$ cat src/logic/pmc_pkg.sv
/*
 * Shared constants of the motion configuration unit: configuration word layout,
 * mode and source codes, readout frame layout and timing figures.
 * Assumes a single 25 MHz clock standing in for the sensor's own oscillator.
 */
// What this block does
// RQ1 - Configuration storage is volatile; undefined until a whole word is loaded.
// RQ2 - Wake-on-motion alarm drives event line high and holds it high.
// RQ3 - Host clears alarm by pulling event line low for at least 160 us.
// RQ4 - After alarm clear, motion detection is suppressed for the blind interval.
// RQ5 - Threshold bits [24:17]; band-pass magnitude must exceed it in either polarity.
// RQ6 - Blind interval from bits [16:13] is 0.5 s plus 0.5 s per step.
// RQ7 - Blind interval starts when host drives event line from high to low.
// RQ8 - Pulse count bits [12:11] require one plus value pulses to raise alarm.
// RQ9 - Pulses counted in a window of 2 s plus 2 s per step, bits [10:9].
// RQ10 - Mode bits [8:7]: forced readout, interrupt readout, wake-on-motion, reserved.
// RQ11 - Readout modes deliver the selected sample and configuration on the event line.
// RQ12 - Source bits [6:5]: band-pass, low-pass, reserved, temperature.
// RQ13 - Band-pass samples signed 14 bit; low-pass and temperature unsigned 14 bit.
// RQ14 - Host writes 2 into bits [4:3] and 0 into bit [1].
// RQ15 - Bit [2] selects high-pass corner: 0 gives 0.4 Hz, 1 gives 0.2 Hz.
// RQ16 - Bit [0] clear requires a sign change between counted pulses.
// RQ17 - Host holds event line low during the whole configuration load.
// RQ18 - Host makes a rising edge per bit, then holds the level 80 us.
// RQ19 - After 25 bits and more than 650 us idle, the word is latched.
// RQ20 - Host pauses under 150 us between bits, else early latch may occur.
// RQ21 - New word accepted only after input low for more than 650 us; arm_r is set once after reset and never cleared, so only the first word waits.
// RQ22 - Latched configuration readable no earlier than 2.4 ms after the latch.
// RQ23 - Frame: range flag bit 39, sample [38:25], configuration [24:0].
// RQ24 - Idle, blind and window intervals are timed by oscillator-clocked counters.
package pmc_pkg;
  // ******************************************************************
  // Configuration word layout
  // ******************************************************************
  localparam int CFG_W = 25;
  localparam int THR_HI = 24;
  localparam int THR_LO = 17;
  localparam int BLIND_HI = 16;
  localparam int BLIND_LO = 13;
  localparam int PCNT_HI = 12;
  localparam int PCNT_LO = 11;
  localparam int WIN_HI = 10;
  localparam int WIN_LO = 9;
  localparam int MODE_HI = 8;
  localparam int MODE_LO = 7;
  localparam int SRC_HI = 6;
  localparam int SRC_LO = 5;
  localparam int HPF_BIT = 2;
  localparam int CMODE_BIT = 0;
  localparam logic [1:0] MODE_FORCED = 2'h0;
  localparam logic [1:0] MODE_IRQ = 2'h1;
  localparam logic [1:0] MODE_WAKE = 2'h2;
  localparam logic [1:0] SRC_BPF = 2'h0;
  localparam logic [1:0] SRC_LPF = 2'h1;
  localparam logic [1:0] SRC_TEMP = 2'h3;
  // ******************************************************************
  // Readout frame layout
  // ******************************************************************
  localparam int SMP_W = 14;
  localparam int FRAME_W = 40;
  localparam int FRAME_OOR_BIT = 39;
  localparam int FRAME_SMP_LO = 25;
  // ******************************************************************
  // Timing
  // ******************************************************************
  localparam int CLK_KHZ = 25000;
  localparam int IDLE_LATCH_US = 650;
  localparam int IDLE_LATCH_CYC = (IDLE_LATCH_US * CLK_KHZ + 999) / 1000;
  localparam int BIT_SAMPLE_US = 40;
  localparam int BIT_SAMPLE_CYC = (BIT_SAMPLE_US * CLK_KHZ + 999) / 1000;
  localparam int READABLE_US = 2400;
  localparam int READABLE_CYC = (READABLE_US * CLK_KHZ + 999) / 1000;
  localparam int HALF_SEC_MS = 500;
  localparam int HALF_SEC_CYC = HALF_SEC_MS * CLK_KHZ;
  localparam int WIN_STEP_HALVES = 4;
  localparam int TMR_W = 24;
endpackage

$ cat src/logic/pmc_pir_motion_config_unit.sv
/*
 * Top of the motion configuration unit: configuration storage, motion
 * detection with pulse window and blind interval, event line drive and the
 * readout frame. Assumes the readout bit protocol and the filters live outside.
 */
`timescale 1ns/1ns
module pmc_pir_motion_config_unit import pmc_pkg::*; #(
  parameter int IDLE_CYC = IDLE_LATCH_CYC,
  parameter int READ_CYC = READABLE_CYC,
  parameter int HALF_CYC = HALF_SEC_CYC
) (
  // Clock and reset.
  input wire logic clock,
  input wire logic reset_n,
  // Configuration serial input.
  input wire logic config_serial_input,
  // Event line, split into level, drive value and enable (low drives).
  input wire logic event_in,
  output logic event_out,
  output logic event_oe_n,
  // Sample inputs from the converter and filters.
  input wire logic sample_strobe,
  input wire logic [SMP_W-1:0] bp_sample,
  input wire logic [SMP_W-1:0] lp_sample,
  input wire logic [SMP_W-1:0] temp_sample,
  input wire logic in_range,
  // Configuration and status.
  output logic [CFG_W-1:0] motion_configuration,
  output logic config_valid,
  output logic config_readable,
  output logic hpf_low_corner,
  output logic alarm_active,
  // Readout frame.
  output logic [FRAME_W-1:0] frame_data,
  output logic frame_strobe
);
  typedef enum {ST_IDLE, ST_ALARM, ST_READY, ST_BLIND} pmc_state_type;

  logic [CFG_W-1:0] rx_word;
  logic rx_strobe;
  logic pulse;
  logic [CFG_W-1:0] cfg_r, cfg_nxt;
  logic cfg_valid_r, cfg_valid_nxt;
  logic readable_r, readable_nxt;
  logic [TMR_W-1:0] rd_cnt_r, rd_cnt_nxt;
  logic [27:0] half_cnt_r, half_cnt_nxt;
  logic half_tick;
  logic [4:0] win_r, win_nxt;
  logic [2:0] pcnt_r, pcnt_nxt;
  logic [4:0] blind_r, blind_nxt;
  pmc_state_type state_r, state_nxt;
  logic drive_r, drive_nxt;
  logic [FRAME_W-1:0] frame_r, frame_nxt;
  logic frame_strobe_r, frame_strobe_nxt;
  logic [1:0] mode;
  logic trigger;
  logic host_low;
  logic [SMP_W-1:0] sel_sample;

  // ******************************************************************
  // Sub-blocks
  // ******************************************************************
  pmc_serial_rx #(.IDLE_CYC(IDLE_CYC)) u_rx (
    .clock(clock),
    .reset_n(reset_n),
    .config_serial_input(config_serial_input),
    .word_r(rx_word),
    .word_strobe_r(rx_strobe)
  );

  pmc_pulse_detect u_pulse (
    .clock(clock),
    .reset_n(reset_n),
    .sample_strobe(sample_strobe),
    .bp_sample(bp_sample),
    .threshold(cfg_r[THR_HI:THR_LO]),
    .count_any_sign(cfg_r[CMODE_BIT]),
    .pulse_r(pulse)
  );

  // ******************************************************************
  // Configuration storage
  // ******************************************************************
  // Reset clears the word along with the valid flag; the word still carries no
  // meaning until the first complete load.
  always_comb begin
    cfg_nxt = cfg_r;
    cfg_valid_nxt = cfg_valid_r;
    readable_nxt = readable_r;
    rd_cnt_nxt = rd_cnt_r;
    if (rx_strobe) begin
      cfg_nxt = rx_word;
      cfg_valid_nxt = 1'b1; // see RQ1
      readable_nxt = 1'b0;
      rd_cnt_nxt = TMR_W'(READ_CYC);
    end else if (rd_cnt_r != '0) begin
      rd_cnt_nxt = rd_cnt_r - 1'b1;
      if (rd_cnt_r == TMR_W'(1)) begin
        readable_nxt = 1'b1; // see RQ22
      end
    end
  end

  always_ff @(posedge clock) begin
    if (!reset_n) begin
      cfg_r <= '0;
      cfg_valid_r <= 1'b0;
      readable_r <= 1'b0;
      rd_cnt_r <= '0;
    end else begin
      cfg_r <= cfg_nxt;
      cfg_valid_r <= cfg_valid_nxt;
      readable_r <= readable_nxt;
      rd_cnt_r <= rd_cnt_nxt;
    end
  end

  assign mode = cfg_r[MODE_HI:MODE_LO]; // see RQ10
  assign hpf_low_corner = cfg_r[HPF_BIT]; // see RQ15
  assign host_low = drive_r && !event_in;

  // ******************************************************************
  // Half-second time base
  // ******************************************************************
  // One prescaler serves both window and blind timing; it restarts on an
  // alarm clear so the blind interval is not short by a partial step.
  always_comb begin
    half_tick = half_cnt_r == 28'(HALF_CYC - 1);
    half_cnt_nxt = half_cnt_r + 1'b1; // see RQ24
    if (half_tick || (state_r == ST_ALARM && host_low)) begin
      half_cnt_nxt = '0;
    end
  end

  always_ff @(posedge clock) begin
    if (!reset_n) begin
      half_cnt_r <= '0;
    end else begin
      half_cnt_r <= half_cnt_nxt;
    end
  end

  // ******************************************************************
  // Pulse window
  // ******************************************************************
  // The window opens at the first pulse and closes after its length; this
  // trades a true sliding window for one counter per unit.
  always_comb begin
    win_nxt = win_r;
    pcnt_nxt = pcnt_r;
    trigger = 1'b0;
    if (state_r != ST_IDLE || mode != MODE_WAKE || !cfg_valid_r) begin
      win_nxt = '0;
      pcnt_nxt = '0; // see RQ4
    end else begin
      if (win_r != '0 && half_tick) begin
        win_nxt = win_r - 1'b1; // see RQ9
        if (win_r == 5'd1) begin
          pcnt_nxt = '0;
        end
      end
      if (pulse) begin
        if (pcnt_r == '0 || (win_r == 5'd1 && half_tick)) begin
          win_nxt = 5'((cfg_r[WIN_HI:WIN_LO] + 3'd1) * WIN_STEP_HALVES);
          pcnt_nxt = 3'd1;
        end else begin
          pcnt_nxt = pcnt_r + 1'b1;
        end
        if (pcnt_nxt >= {1'b0, cfg_r[PCNT_HI:PCNT_LO]} + 3'd1) begin
          trigger = 1'b1; // see RQ8
        end
      end
    end
  end

  always_ff @(posedge clock) begin
    if (!reset_n) begin
      win_r <= '0;
      pcnt_r <= '0;
    end else begin
      win_r <= win_nxt;
      pcnt_r <= pcnt_nxt;
    end
  end

  // ******************************************************************
  // Event line control
  // ******************************************************************
  // The line is only ever driven high; the host overrides it by pulling
  // low, which the unit sees as a low level while it is still driving.
  always_comb begin
    state_nxt = state_r;
    drive_nxt = drive_r;
    blind_nxt = blind_r;
    case (state_r)
      ST_IDLE: begin
        if (trigger) begin
          state_nxt = ST_ALARM;
          drive_nxt = 1'b1; // see RQ2
        end else if (cfg_valid_r && mode == MODE_IRQ && sample_strobe) begin
          state_nxt = ST_READY;
          drive_nxt = 1'b1; // see RQ11
        end
      end
      ST_ALARM: begin
        // Held high until the host pulls it down; released here only then.
        if (host_low) begin
          state_nxt = ST_BLIND;
          drive_nxt = 1'b0;
          blind_nxt = {1'b0, cfg_r[BLIND_HI:BLIND_LO]} + 5'd1; // see RQ6 RQ7
        end
      end
      ST_READY: begin
        if (host_low) begin
          state_nxt = ST_IDLE;
          drive_nxt = 1'b0;
        end
      end
      ST_BLIND: begin
        if (half_tick) begin
          blind_nxt = blind_r - 1'b1; // see RQ4 RQ24
          if (blind_r == 5'd1) begin
            state_nxt = ST_IDLE;
          end
        end
      end
      default: begin
        state_nxt = ST_IDLE;
        drive_nxt = 1'b0;
      end
    endcase
  end

  always_ff @(posedge clock) begin
    if (!reset_n) begin
      state_r <= ST_IDLE;
      drive_r <= 1'b0;
      blind_r <= '0;
    end else begin
      state_r <= state_nxt;
      drive_r <= drive_nxt;
      blind_r <= blind_nxt;
    end
  end

  assign event_out = drive_r;
  assign event_oe_n = ~drive_r;
  assign alarm_active = state_r == ST_ALARM;

  // ******************************************************************
  // Readout frame
  // ******************************************************************
  // Sample source follows the source field; the reserved code gives zero.
  always_comb begin
    case (cfg_r[SRC_HI:SRC_LO])
      SRC_BPF: sel_sample = bp_sample; // see RQ12 RQ13
      SRC_LPF: sel_sample = lp_sample;
      SRC_TEMP: sel_sample = temp_sample;
      default: sel_sample = '0;
    endcase
    frame_nxt = frame_r;
    frame_strobe_nxt = 1'b0;
    if (sample_strobe && readable_r && (mode == MODE_FORCED || mode == MODE_IRQ)) begin
      frame_nxt = {in_range, sel_sample, cfg_r}; // see RQ23 RQ11
      frame_strobe_nxt = 1'b1;
    end
  end

  always_ff @(posedge clock) begin
    if (!reset_n) begin
      frame_r <= '0;
      frame_strobe_r <= 1'b0;
    end else begin
      frame_r <= frame_nxt;
      frame_strobe_r <= frame_strobe_nxt;
    end
  end

  assign frame_data = frame_r;
  assign frame_strobe = frame_strobe_r;
  assign motion_configuration = cfg_r;
  assign config_valid = cfg_valid_r;
  assign config_readable = readable_r;
endmodule // pmc_pir_motion_config_unit

$ cat src/logic/pmc_serial_rx.sv
/*
 * Receiver of the one-wire configuration input: samples one bit per rising
 * edge and strobes out a completed 25-bit word after the idle interval.
 * Assumes the input is synchronous to the clock.
 */
`timescale 1ns/1ns
module pmc_serial_rx import pmc_pkg::*; #(
  parameter int IDLE_CYC = IDLE_LATCH_CYC
) (
  // Clock and reset.
  input wire logic clock,
  input wire logic reset_n,
  // Serial configuration input.
  input wire logic config_serial_input,
  // Received word.
  output logic [CFG_W-1:0] word_r,
  output logic word_strobe_r
);
  logic prev_r, prev_nxt;
  logic arm_r, arm_nxt;
  logic pend_r, pend_nxt;
  logic [TMR_W-1:0] smp_cnt_r, smp_cnt_nxt;
  logic [TMR_W-1:0] idle_cnt_r, idle_cnt_nxt;
  logic [TMR_W-1:0] low_cnt_r, low_cnt_nxt;
  logic [4:0] bit_cnt_r, bit_cnt_nxt;
  logic [CFG_W-1:0] shift_r, shift_nxt;
  logic [CFG_W-1:0] word_nxt;
  logic word_strobe_nxt;
  logic rise;

  // ******************************************************************
  // Bit capture and latch timing
  // ******************************************************************
  // The level is sampled mid-way through its hold time, well clear of the
  // short clock pulse that precedes it.
  always_comb begin
    rise = config_serial_input & ~prev_r;
    prev_nxt = config_serial_input;
    arm_nxt = arm_r;
    pend_nxt = pend_r;
    smp_cnt_nxt = smp_cnt_r;
    idle_cnt_nxt = idle_cnt_r;
    low_cnt_nxt = low_cnt_r;
    bit_cnt_nxt = bit_cnt_r;
    shift_nxt = shift_r;
    word_nxt = word_r;
    word_strobe_nxt = 1'b0;
    // Input must rest low long enough before the first word after reset is taken.
    if (config_serial_input) begin
      low_cnt_nxt = '0;
    end else if (low_cnt_r != TMR_W'(IDLE_CYC)) begin
      low_cnt_nxt = low_cnt_r + 1'b1;
    end
    if (low_cnt_r == TMR_W'(IDLE_CYC)) begin
      arm_nxt = 1'b1; // see RQ21
    end
    if (idle_cnt_r <= TMR_W'(IDLE_CYC)) begin
      idle_cnt_nxt = idle_cnt_r + 1'b1; // see RQ24
    end
    if (rise && arm_r) begin
      pend_nxt = 1'b1;
      smp_cnt_nxt = TMR_W'(BIT_SAMPLE_CYC);
      idle_cnt_nxt = '0;
    end else if (pend_r) begin
      smp_cnt_nxt = smp_cnt_r - 1'b1;
      if (smp_cnt_r == TMR_W'(1)) begin
        pend_nxt = 1'b0;
        shift_nxt = {shift_r[CFG_W-2:0], config_serial_input};
        if (bit_cnt_r != 5'(CFG_W)) begin
          bit_cnt_nxt = bit_cnt_r + 1'b1;
        end
      end
    end
    // Latch fires once, when the idle count first reaches the limit.
    if (!pend_r && bit_cnt_r == 5'(CFG_W) && idle_cnt_r == TMR_W'(IDLE_CYC)) begin
      word_nxt = shift_r; // see RQ19
      word_strobe_nxt = 1'b1;
      bit_cnt_nxt = '0;
    end
  end

  // Registers; every register, data included, gets a defined reset value.
  always_ff @(posedge clock) begin
    if (!reset_n) begin
      prev_r <= 1'b0;
      arm_r <= 1'b0;
      pend_r <= 1'b0;
      smp_cnt_r <= '0;
      idle_cnt_r <= '0;
      low_cnt_r <= '0;
      bit_cnt_r <= '0;
      shift_r <= '0;
      word_r <= '0;
      word_strobe_r <= 1'b0;
    end else begin
      prev_r <= prev_nxt;
      arm_r <= arm_nxt;
      pend_r <= pend_nxt;
      smp_cnt_r <= smp_cnt_nxt;
      idle_cnt_r <= idle_cnt_nxt;
      low_cnt_r <= low_cnt_nxt;
      bit_cnt_r <= bit_cnt_nxt;
      shift_r <= shift_nxt;
      word_r <= word_nxt;
      word_strobe_r <= word_strobe_nxt;
    end
  end
endmodule // pmc_serial_rx

$ cat src/logic/pmc_pulse_detect.sv
/*
 * Pulse qualifier on the band-pass sample stream: one pulse per excursion
 * beyond the threshold, optionally only after a sign change.
 * Assumes samples arrive with a one-cycle strobe.
 */
`timescale 1ns/1ns
module pmc_pulse_detect import pmc_pkg::*; (
  // Clock and reset.
  input wire logic clock,
  input wire logic reset_n,
  // Band-pass sample stream.
  input wire logic sample_strobe,
  input wire logic [SMP_W-1:0] bp_sample,
  // Settings.
  input wire logic [7:0] threshold,
  input wire logic count_any_sign,
  // Qualified pulse.
  output logic pulse_r
);
  logic over_r, over_nxt;
  logic sign_r, sign_nxt;
  logic have_sign_r, have_sign_nxt;
  logic pulse_nxt;
  logic over;

  // Magnitude of a two's complement sample; -8192 maps to 8192.
  function automatic logic [SMP_W-1:0] magnitude(input logic [SMP_W-1:0] v);
    magnitude = v[SMP_W-1] ? SMP_W'(~v + 1'b1) : v;
  endfunction

  // ******************************************************************
  // Threshold and sign qualification
  // ******************************************************************
  always_comb begin
    over = magnitude(bp_sample) > {6'h00, threshold}; // see RQ5
    over_nxt = over_r;
    sign_nxt = sign_r;
    have_sign_nxt = have_sign_r;
    pulse_nxt = 1'b0;
    if (sample_strobe) begin
      over_nxt = over;
      if (over && (!over_r || bp_sample[SMP_W-1] != sign_r)) begin
        // A same-sign repeat is ignored unless sign change is waived.
        if (count_any_sign || !have_sign_r || bp_sample[SMP_W-1] != sign_r) begin
          pulse_nxt = 1'b1; // see RQ16
        end
        sign_nxt = bp_sample[SMP_W-1];
        have_sign_nxt = 1'b1;
      end
    end
  end

  // Registers.
  always_ff @(posedge clock) begin
    if (!reset_n) begin
      over_r <= 1'b0;
      sign_r <= 1'b0;
      have_sign_r <= 1'b0;
      pulse_r <= 1'b0;
    end else begin
      over_r <= over_nxt;
      sign_r <= sign_nxt;
      have_sign_r <= have_sign_nxt;
      pulse_r <= pulse_nxt;
    end
  end
endmodule // pmc_pulse_detect

$ cat config.mk
export PLATFORM = sky130hd
export DESIGN_NAME = pmc_pir_motion_config_unit
export DESIGN_NICKNAME = d
export VERILOG_FILES = /design/src/logic/pmc_pkg.sv /design/src/logic/pmc_pir_motion_config_unit.sv /design/src/logic/pmc_serial_rx.sv /design/src/logic/pmc_pulse_detect.sv
export SDC_FILE = /design/constraint.sdc
export NUM_CORES = 1
export LEC_CHECK = 0
export BUFFER_PORTS_ARGS = -buffer_cell sky130_fd_sc_hd__buf_2
export CAP_MARGIN = 20
export CORE_MARGIN = 2
export CORE_UTILIZATION = 36
export DETAILED_ROUTE_END_ITERATION = 10
export GPL_TIMING_DRIVEN = 0
export PLACE_DENSITY = 0.56
export SKIP_LAST_GASP = 1
export SLEW_MARGIN = 20
export SYNTH_ARGS = -nofsm -noshare
export SYNTH_HDL_FRONTEND = slang
export SYNTH_SLANG_ARGS = --single-unit
export TNS_END_PERCENT = 1
$ cat constraint.sdc
create_clock -name clock -period 7.1 [get_ports clock]
set_input_delay 2.13 -clock clock [delete_from_list [all_inputs] [get_ports clock]]
set_output_delay 2.13 -clock clock [all_outputs]
set_load 0.05 [all_outputs]
==> results.md, run 1 <==
- Fin worst setup slack: 2.714 ns
- CP max FO: 10
- Synth warn: 0
- Commonest non-fill, non-tap cell in the layout: dfxtp_1
- First-pass GRT wire length: 49380 um
- Clock Pin Slew Worst Setup and Hold Paths: 0.06 ns
- Worst slew margin: 40.65%
- R2r startpoint: half_cnt_r[0]$_SDFF_PP0_
- Final RePlAce weighted congestion: 0.8423
- Final Hold Viols: 0
- Area delta synth->final: 18.46%
- Post-Route Utilization: 43.11%
- Post-Route WL: 29980 um
- Post-Synthesis Cell Area: 12140 sq um
- Syn Area/Cell: 8.432 sq um
- GRT Total Usage: 16.76%
- Startpoint types: input port
- Layout cells sized above 1: 12.70%
- Initial antenna violation count: 1
- GRT overflow: 0
- # hold bufs at CTS: 0
- Starting Density: 36.39%
- Area leader, netlist: dfxtp_1
- Setup Crit Path Kind: input port to flop
- Post-CTS sizing: 0
- DR iter-0 viols: 513
- Net Sw Power: 0.001077 W
- Die area: 35210 sq um
- Clock Power Share: 42.2%
- Final setup viols: 0
- Critical Path, Cell by Cell: clkbuf_1 -> clkbuf_1 -> o21ai_0 -> xnor2_1 -> ha_1 -> a211o_1 -> a21oi_1 -> a31oi_1 -> a311oi_1 -> a31oi_1 -> and3_1
- Critical Path RT: 7.54 ns
- Yosys cell types: 68
- Nets: 1676
- Wirelength per Cell: 14.53 um
- Routed vias/inst: 4.912
- Status: finished, final reports clean
- Die Span Y: 187.7 um
- Number of global-route vias before repair: 9676
- Post-synthesis sequential area ratio: 44.68%
- Antenna Nets Post-Route: 0
- Hold Crit Depth: 2
- Max-Cap Viols: 0
- Crit share post-route: 61.78%
- Slowest cell on crit path: clkbuf_1
- Int Power: 0.002886 W
- Number of CTS-inserted buffers: 30
- Worst min path class: flop to flop
- Fillcell total: 3391
- Worst EP arrival: 4.82 ns
- Worst VDD drop: 0.2108 mV
- # Post-CTS Setup Buffers: 0
- Port Buffers: 118
- RSZ-0062 raised after global routing: false
- Clock sink total: 271
- Critical path origin: bp_sample[13]
- Main flop type after synthesis: dfxtp_1
- Pre-CTS setup slack: 2.205 ns
- Longest Clk Path Bufs: 3
- R2r worst-path depth: 13
- DR DRC count: 0
- Switching part of the total: 27.17%
- Detail Placement HPWL: 21790 um
- Min Tclk post-route: 4.386 ns
- IO Pins: 120
- Vias post-DR: 10130
- Logic pwr share: 15.5%
- Commonest non-fill, non-tap cells in the layout: dfxtp_1 (271), nand2_1 (208), nor2_1 (200)
- Std-Cell Rows: 67
- Clock root buffer: clkbuf_16
- Synthesized instance count: 1440
- Setup total negative slack: 0 ns
- EDFF count, synth: 0
- Final max-slew violation count: 0
- Reg-to-reg slack, setup: 3.63 ns
- Worst setup EP type: flop
- Seq cells post-synth: 271
- Reg-to-reg endpoint: state_r[1]$_SDFFE_PN0P_
- Syn nets: 1526
- Hold wc startpoint: u_rx.word_r[17]$_SDFFE_PN0P_
- First drt pass iteration count: 5
- PwrDens: 275.5 nW/um^2
- Htree depth: 1
- CTS tree: done
- WHS Endpoint: u_rx.word_r[17]$_SDFFE_PN0P_
- Async SR Flop Fraction: 0%
- Total power draw: 0.003962 W
- Final Skew: 0.008078 ns
- Pleak: 5.330 nW
- Worst Tran Pin Value: 0.8903 ns
- Core Area: 33360 sq um
- Top post-synthesis cells by area: dfxtp_1 (45%), nand2_1 (6.4%), nor2_1 (6.2%), a21oi_1 (4.4%), xnor2_1 (4.2%)
- Post-synth top area share: 44.68%
- Clock latency on the worst-skew pair: 0.55 ns
- Largest stage delay, worst path: 0.36 ns
- Floorplan die width: 187.7 um
- Largest net degree at the start of global routing: 15
- Max Freq: 228.0 MHz
- Share of power burned in registers: 42.2%
per-stage QoR:
stage	cells	hold slack (ns)	cell area [sq um]
after floorplan	1440	0.4260	12140
after global placement	2006	0.4385	13290
after detailed placement	2006	0.4453	13290
after CTS	2062	0.4540	14380
after global routing	2063	0.4700	14380
final	2063	0.4506	14380
how the worst max path moves through the flow:
stage	to	cells past startpoint
after global routing	u_pulse.pulse_r$_SDFF_PN0_	11
after global placement	u_pulse.pulse_r$_SDFF_PN0_	11
after detailed placement	u_pulse.pulse_r$_SDFF_PN0_	11
final	u_pulse.pulse_r$_SDFF_PN0_	11
after floorplan	u_pulse.pulse_r$_SDFF_PN0_	11
after CTS	u_pulse.pulse_r$_SDFF_PN0_	11
registers in the layout, summed over array words and instances (netlist names), 24 cells and up:
signal and count:
u_rx.shift_r 25, u_rx.smp_cnt_r 24, u_rx.low_cnt_r 24, motion_configuration 25, u_rx.idle_cnt_r 24, frame_data 40, half_cnt_r 28, u_rx.word_r 25
rd_cnt_r 24
power by group through the flow:
stage,Clock [W],Combinational [W],Sequential [W]
2_1_floorplan,0,0.000457,0.00172
3_3_place_gp,0,0.000608,0.00170
3_5_place_dp,0,0.000613,0.00171
4_1_cts,0.00172,0.000617,0.00167
5_1_grt,0.00178,0.000697,0.00169
6_report,0.00167,0.000615,0.00167
cell usage after synthesis (2+ instances only):
cell,instances
a21oi_1,106
o211ai_1,3
nor4_4,4
or4_4,3
or3_1,21
a31oi_1,10
o21ai_0,29
and2_1,9
nand4_1,23
nand2_2,2
nand2_1,208
clkbuf_1,55
nor4b_1,5
nor3b_1,2
nor3_2,3
buf_2,7
and3_1,23
nand2b_1,10
nand3b_1,6
a311oi_1,2
dfxtp_1,271
o22ai_1,3
nand3_1,49
or4_1,4
nor4_2,4
and4_1,4
a21o_1,4
xnor2_1,58
inv_1,47
nor3_1,39
nand4b_1,5
nor4_1,17
buf_4,2
o41ai_1,2
a211oi_1,22
nor2b_1,6
buf_1,4
o31ai_1,2
xor2_1,51
ha_1,38
o21a_1,8
mux2i_1,44
nor2_1,200
logic make-up (layout without fill, tap and decap cells):
logic type / Yosys count / count (layout) / share of synthesized area (%)
DFF: 271 / 271 / 44.68
and+or+nand+nor: 656 / 656 / 26.11
buffers and inverters: 117 / 291 / 3.813
adders and majority gates: 38 / 38 / 3.916
muxes: 44 / 44 / 3.627
xor gates and xnor gates: 109 / 109 / 7.863
other: 0 / 1 / 0
AOI/OAI and AO/OA: 205 / 205 / 9.986
layout make-up:
type | count | area [sq um] | share of cell area (%)
multi-input cells | 1052 | 6254 | 43.48
flip-flops and latches | 271 | 5425 | 37.72
clock buffers | 38 | 862.1 | 5.994
repair buffers | 118 | 590.6 | 4.106
well taps | 448 | 560.5 | 3.897
plain buffers | 69 | 282.8 | 1.966
clock inverters | 18 | 225.2 | 1.566
inverters | 48 | 180.2 | 1.253
diodes | 1 | 2.502 | 0.01740
worst max-delay path: cells and delay by family:
family          cells  cell delay, ns
compound gates      6            1.25
xor+xnor            1            0.22
fa+ha+maj           1            0.29
buf+inv             2            0.70
simple gates        1            0.22
layer usage:
metal / routed length [um] / GRT usage [%] / part of all wire (%)
met4: 564 / 4.422 / 1.9
met5: 0 / 0 / 0
met3: 1076 / 2.714 / 3.6
met2: 13710 / 27.44 / 46
met1: 14620 / 22.95 / 49
No activity file was read; power rests on OpenSTA's default activity.
==> inputs of run 2 (changes only) <==
PLACE_DENSITY = 0.58   (was 0.56)
clock period = 3.7 ns   (was 7.1 ns; I/O delays follow)
==> run 2 against run 1 <==
  * Die area did not move
  * Setup slack worse by 2.5 ns
  * Routed wire length decreased by 0.89%
  * Clock-buffer cell count up 3
  * First-iteration DRC count grew 12%
  * Non-clock buffer count did not move
  * Sequential power is 92% higher
  * Critical endpoint unchanged
==> results.md, run 2 (synthesized netlist as in run 1, its figures left out) <==
- Final Hold Viols: 0
- Worst EP arrival: 3.96 ns
- Number of global-route vias before repair: 9493
- Layout cells sized above 1: 12.41%
- Metal2 WL: 13640 um
- Clock sink total: 271
- Final max-slew violation count: 0
- R2r startpoint: half_cnt_r[0]$_SDFF_PP0_
- Crit share post-route: 95.41%
- R2r worst-path depth: 13
- Min Tclk post-route: 3.530 ns
- Status: finished, final reports clean
- Fin worst setup slack: 0.1697 ns
- Critical path origin: bp_sample[13]
- Clock root buffer: clkbuf_16
- PwrDens: 520.3 nW/um^2
- Reg-to-reg slack, setup: 0.44 ns
- Std-Cell Rows: 67
- # Post-CTS Setup Buffers: 0
- Critical Path RT: 4.13 ns
- Largest net degree at the start of global routing: 14
- DR iter-0 viols: 576
- Area delta synth->final: 17.92%
- Startpoint types: input port
- Starting Density: 36.39%
- First-pass GRT wire length: 48580 um
- Met1 wire length: 14450 um
- Total power draw: 0.007450 W
- Final RePlAce weighted congestion: 0.8544
- Highest routed metal layer: met4
- Clock latency on the worst-skew pair: 0.54 ns
- Clock Pin Slew Worst Setup and Hold Paths: 0.06 ns
- Commonest non-fill, non-tap cells in the layout: dfxtp_1 (271), nand2_1 (208), nor2_1 (200)
- Wirelength per Cell: 14.43 um
- Worst slew margin: 40.41%
- Worst Tran Pin Value: 0.8857 ns
- Floorplan die width: 187.7 um
- CTS tree: done
- Final Skew: 0.02247 ns
- Die area: 35210 sq um
- Pre-CTS setup slack: -0.3034 ns
- Vias post-DR: 10170
- GRT Total Usage: 16.50%
- Core Area: 33360 sq um
- Commonest non-fill, non-tap cell in the layout: dfxtp_1
- IO Pins: 120
- RSZ-0062 raised after global routing: false
- CP max FO: 10
- Final setup viols: 0
- Number of CTS-inserted buffers: 29
- Max Freq: 283.3 MHz
- Worst VDD drop: 0.3213 mV
- Antenna Nets Post-Route: 0
- Setup total negative slack: 0 ns
- WL met3: 1029 um
- DR DRC count: 0
- Setup Crit Path Kind: input port to flop
- Post-Route WL: 29710 um
- Die Span Y: 187.7 um
- Nets: 1675
- Antenna Cells: 0
- Fillcell total: 3416
- Pleak: 5.286 nW
- Reg-to-reg endpoint: state_r[1]$_SDFFE_PN0P_
- Max reg flops: 40
- Detail Placement HPWL: 21800 um
- Worst min path class: flop to flop
- Routed vias/inst: 4.938
- Htree depth: 1
- Max-Cap Viols: 0
- First drt pass iteration count: 5
- Port Buffers: 118
- Worst setup path end: u_pulse.pulse_r$_SDFF_PN0_
- GRT overflow: 0
- Longest Clk Path Bufs: 3
- Worst setup EP type: flop
- Initial antenna violation count: 0
[run 2: cell types whose count changed in the layout (fill, tap and decap cells not counted), moves of 2 or more]
| cell | before | now |
|---|---|---|
| clkbuf_8 | 6 | 8 |
| clkbuf_1 | 56 | 59 |
| clkbuf_16 | 31 | 29 |
| clkinv_2 | 10 | 5 |
[run 2: layout make-up]
| type | instances | area, sq um | share of cell area (%) |
|---|---|---|---|
| tap | 448 | 560.5 | 3.915 |
| sequential | 271 | 5425 | 37.89 |
| clock inverter | 12 | 168.9 | 1.180 |
| clock buffer | 41 | 850.8 | 5.942 |
| multi-input combinational | 1052 | 6259 | 43.71 |
| buffer | 69 | 282.8 | 1.975 |
| inverter | 48 | 180.2 | 1.258 |
| timing repair buffer | 118 | 590.6 | 4.125 |
[run 2: through the flow]
step	cells	area, sq um	hold WS (ns)	util (%)
final	2059	14320	0.4498	42.91
after global routing	2059	14320	0.4688	42.91
after CTS	2059	14310	0.4536	42.90
after detailed placement	2006	13290	0.4449	39.84
after global placement	2006	13290	0.4386	39.84
after floorplan	1440	12140	0.4260	-
[run 2: worst min path at each step]
stage | slack [ns] | from | cells after the start | end
2_1_floorplan | 0.43 | half_cnt_r[0]$_SDFF_PP0_ | 1 | half_cnt_r[0]$_SDFF_PP0_
3_3_place_gp | 0.44 | frame_data[7]$_SDFFE_PN0P_ | 2 | frame_data[7]$_SDFFE_PN0P_
3_5_place_dp | 0.44 | frame_data[16]$_SDFFE_PN0P_ | 2 | frame_data[16]$_SDFFE_PN0P_
4_1_cts | 0.45 | frame_data[1]$_SDFFE_PN0P_ | 2 | frame_data[1]$_SDFFE_PN0P_
5_1_grt | 0.47 | u_rx.word_r[7]$_SDFFE_PN0P_ | 2 | u_rx.word_r[7]$_SDFFE_PN0P_
6_report | 0.45 | frame_data[4]$_SDFFE_PN0P_ | 2 | frame_data[4]$_SDFFE_PN0P_
[run 2: repair_timing]
action,CTS,global route
resized for setup,0,1
endpoints found under the setup margin,0,2
hold buffers,0,0
[run 2: power breakdown]
group | leakage, nW | internal [W] | switching [W]
sequential | 2.19 | 0.00307 | 0.000143
combinational | 2.60 | 0.000480 | 0.000702
clock | 0.500 | 0.00187 | 0.00118
total | 5.29 | 0.00542 | 0.00203
[run 2: critical path, stage by stage]
cell and delay, ns:
clkbuf_1 0.32, clkbuf_1 0.37, o21ai_0 0.20, xnor2_1 0.26
ha_1 0.31, a211o_1 0.30, a21oi_1 0.13, a31oi_1 0.14
a311oi_1 0.37, a31oi_1 0.21, and3_1 0.23
[run 2: layer usage]
layer | GRT usage, % | vias up
li1 | - | 5220
met1 | 22.96 | 4748
met2 | 26.88 | 156
met3 | 2.208 | 44
met4 | 4.422 | 0
met5 | 0 | -
==> inputs of run 3 (changes only) <==
CORE_UTILIZATION = 53   (was 36)
PLACE_DENSITY = 0.79   (was 0.58)
SKIP_CTS_REPAIR_TIMING = 1   (was unset)
==> run 3 against run 2 <==
  * Combinational power hardly changed
  * Register-to-register slack barely moved
  * Sequential power hardly changed
  * Clock skew shrank 0.010 ns
  * Die area fell by 31%
  * Core utilization up 20 points
  * Largest cell class unchanged
  * Highest routed layer unchanged
==> results.md, run 3 (synthesized netlist as in run 1, its figures left out) <==
- Status: finished, final reports clean
- Setup Crit Path Kind: input port to flop
- Max reg flops: 40
- Post-Route WL: 28370 um
- Floorplan die width: 155.4 um
- Worst setup EP type: flop
- Slowest cell on crit path: clkbuf_1
- GRT overflow: 0
- Vias post-DR: 10440
- Final Hold Viols: 0
- Number of CTS-inserted buffers: 28
- Number of global-route vias before repair: 9845
- GRT Total Usage: 22.93%
- PwrDens: 532.9 nW/um^2
- Die area: 24140 sq um
- First-pass GRT wire length: 46690 um
- Total power draw: 0.007530 W
- R2r startpoint: half_cnt_r[0]$_SDFF_PP0_
- Final setup viols: 0
- Final RePlAce weighted congestion: 0.9444
- IO Pins: 120
- Largest stage delay, worst path: 0.39 ns
- Max-Cap Viols: 0
- Core Area: 22570 sq um
- Wirelength per Cell: 14.99 um
- Final Skew: 0.01235 ns
- Worst min path class: flop to flop
- DR DRC count: 0
- Nets: 1674
- Startpoint types: input port
- Worst VDD drop: 0.3995 mV
- Fillcell total: 1902
- Commonest non-fill, non-tap cell in the layout: dfxtp_1
- Antenna Nets Post-Route: 0
- Reg-to-reg endpoint: state_r[1]$_SDFFE_PN0P_
- RSZ-0062 raised after global routing: false
- Htree depth: 1
- Critical Path, Cell by Cell: clkbuf_1 -> clkbuf_1 -> o21ai_0 -> xnor2_1 -> ha_1 -> a211o_1 -> a21oi_1 -> a31oi_1 -> a311oi_1 -> a31oi_1 -> and3_1
- R2r worst-path depth: 13
- DR iter-0 viols: 728
- CP max FO: 10
- Detail Placement HPWL: 20570 um
- Largest net degree at the start of global routing: 14
- Area delta synth->final: 16.39%
- Multi-input logic area: 6259 sq um
- Initial antenna violation count: 0
- Clock sink total: 271
- Worst EP arrival: 3.84 ns
- Worst slew margin: 41.88%
- WHS: 0.4490 ns
- Crit share post-route: 92.50%
- Antenna Cells: 0
- Reg-to-reg slack, setup: 0.45 ns
- Post-Route Utilization: 62.61%
- Starting Density: 53.79%
- Die Span Y: 155.4 um
- Routed vias/inst: 5.513
- Longest Clk Path Bufs: 3
- Port Buffers: 118
- Clock latency on the worst-skew pair: 0.53 ns
- Clock root buffer: clkbuf_16
- CTS tree: done
- Worst Tran Pin Value: 0.8639 ns
- Fin worst setup slack: 0.2776 ns
- Std-Cell Rows: 55
- First drt pass iteration count: 5
- Pleak: 5.299 nW
- Hold wc startpoint: frame_data[11]$_SDFFE_PN0P_
- Layout cells sized above 1: 12.25%
- Commonest non-fill, non-tap cells in the layout: dfxtp_1 (271), nand2_1 (208), nor2_1 (200)
- Min Tclk post-route: 3.422 ns
- Pre-CTS setup slack: -0.1868 ns
- Max Freq: 292.2 MHz
- Hold Crit Depth: 2
- Final max-slew violation count: 0
- Critical Path RT: 4.12 ns
- Clock Pin Slew Worst Setup and Hold Paths: 0.06 ns
- WHS Endpoint: frame_data[11]$_SDFFE_PN0P_
- Register Area: 5425 sq um
[run 3: cell count changes in the layout (fill, tap and decap cells not counted), sizes merged]
cell,change
bufinv,+2
clkinv,-2
clkinvlp,-2
clkbuf,-1
[run 3: area by class of cell]
cell class	instances	share of cell area [%]
clock inverters	10	1.417
plain buffers	69	2.001
well taps	285	2.523
clock buffers	40	5.923
flip-flops and latches	271	38.39
multi-input cells	1052	44.29
repair buffers	118	4.179
inverters	48	1.275
[run 3: worst max-delay path by stage]
stage,startpoint,endpoint,cells past startpoint
2_1_floorplan,bp_sample[13],u_pulse.pulse_r$_SDFF_PN0_,11
3_3_place_gp,bp_sample[13],u_pulse.pulse_r$_SDFF_PN0_,11
3_5_place_dp,bp_sample[13],u_pulse.pulse_r$_SDFF_PN0_,11
4_1_cts,half_cnt_r[0]$_SDFF_PP0_,state_r[1]$_SDFFE_PN0P_,13
5_1_grt,bp_sample[13],u_pulse.pulse_r$_SDFF_PN0_,11
6_report,bp_sample[13],u_pulse.pulse_r$_SDFF_PN0_,11
[run 3: power by group]
group	internal [W]	switching, W
clock network	0.00198	0.00113
registers	0.00307	0.000143
logic	0.000481	0.000724
total	0.00553	0.00200
[run 3: metrics by stage]
| stage | cells | instance area [sq um] | setup TNS [ns] |
|---|---|---|---|
| global placement | 1843 | 13090 | -0.3752 |
| detailed placement | 1843 | 13090 | -0.5036 |
| global route | 1893 | 14130 | 0 |
| finish | 1893 | 14130 | 0 |
| CTS | 1893 | 14130 | 0 |
| floorplan | 1440 | 12140 | 0 |
[run 3: metal layers]
layer  vias up  global-route usage, %  routed length [um]
li1       5209                      -                   -
met1      4946                  31.31               13350
met2       230                  37.86               13280
met3        52                  3.008                1036
met4         0                  7.165                 699
met5         -                      0                   0
[run 3: critical path, delay by kind of cell]
family / cells / cell delay [ns]
buffers and inverters: 2 / 0.73
xor gates and xnor gates: 1 / 0.22
AOI/OAI and AO/OA: 6 / 1.27
and+or+nand+nor: 1 / 0.22
adders and majority gates: 1 / 0.29
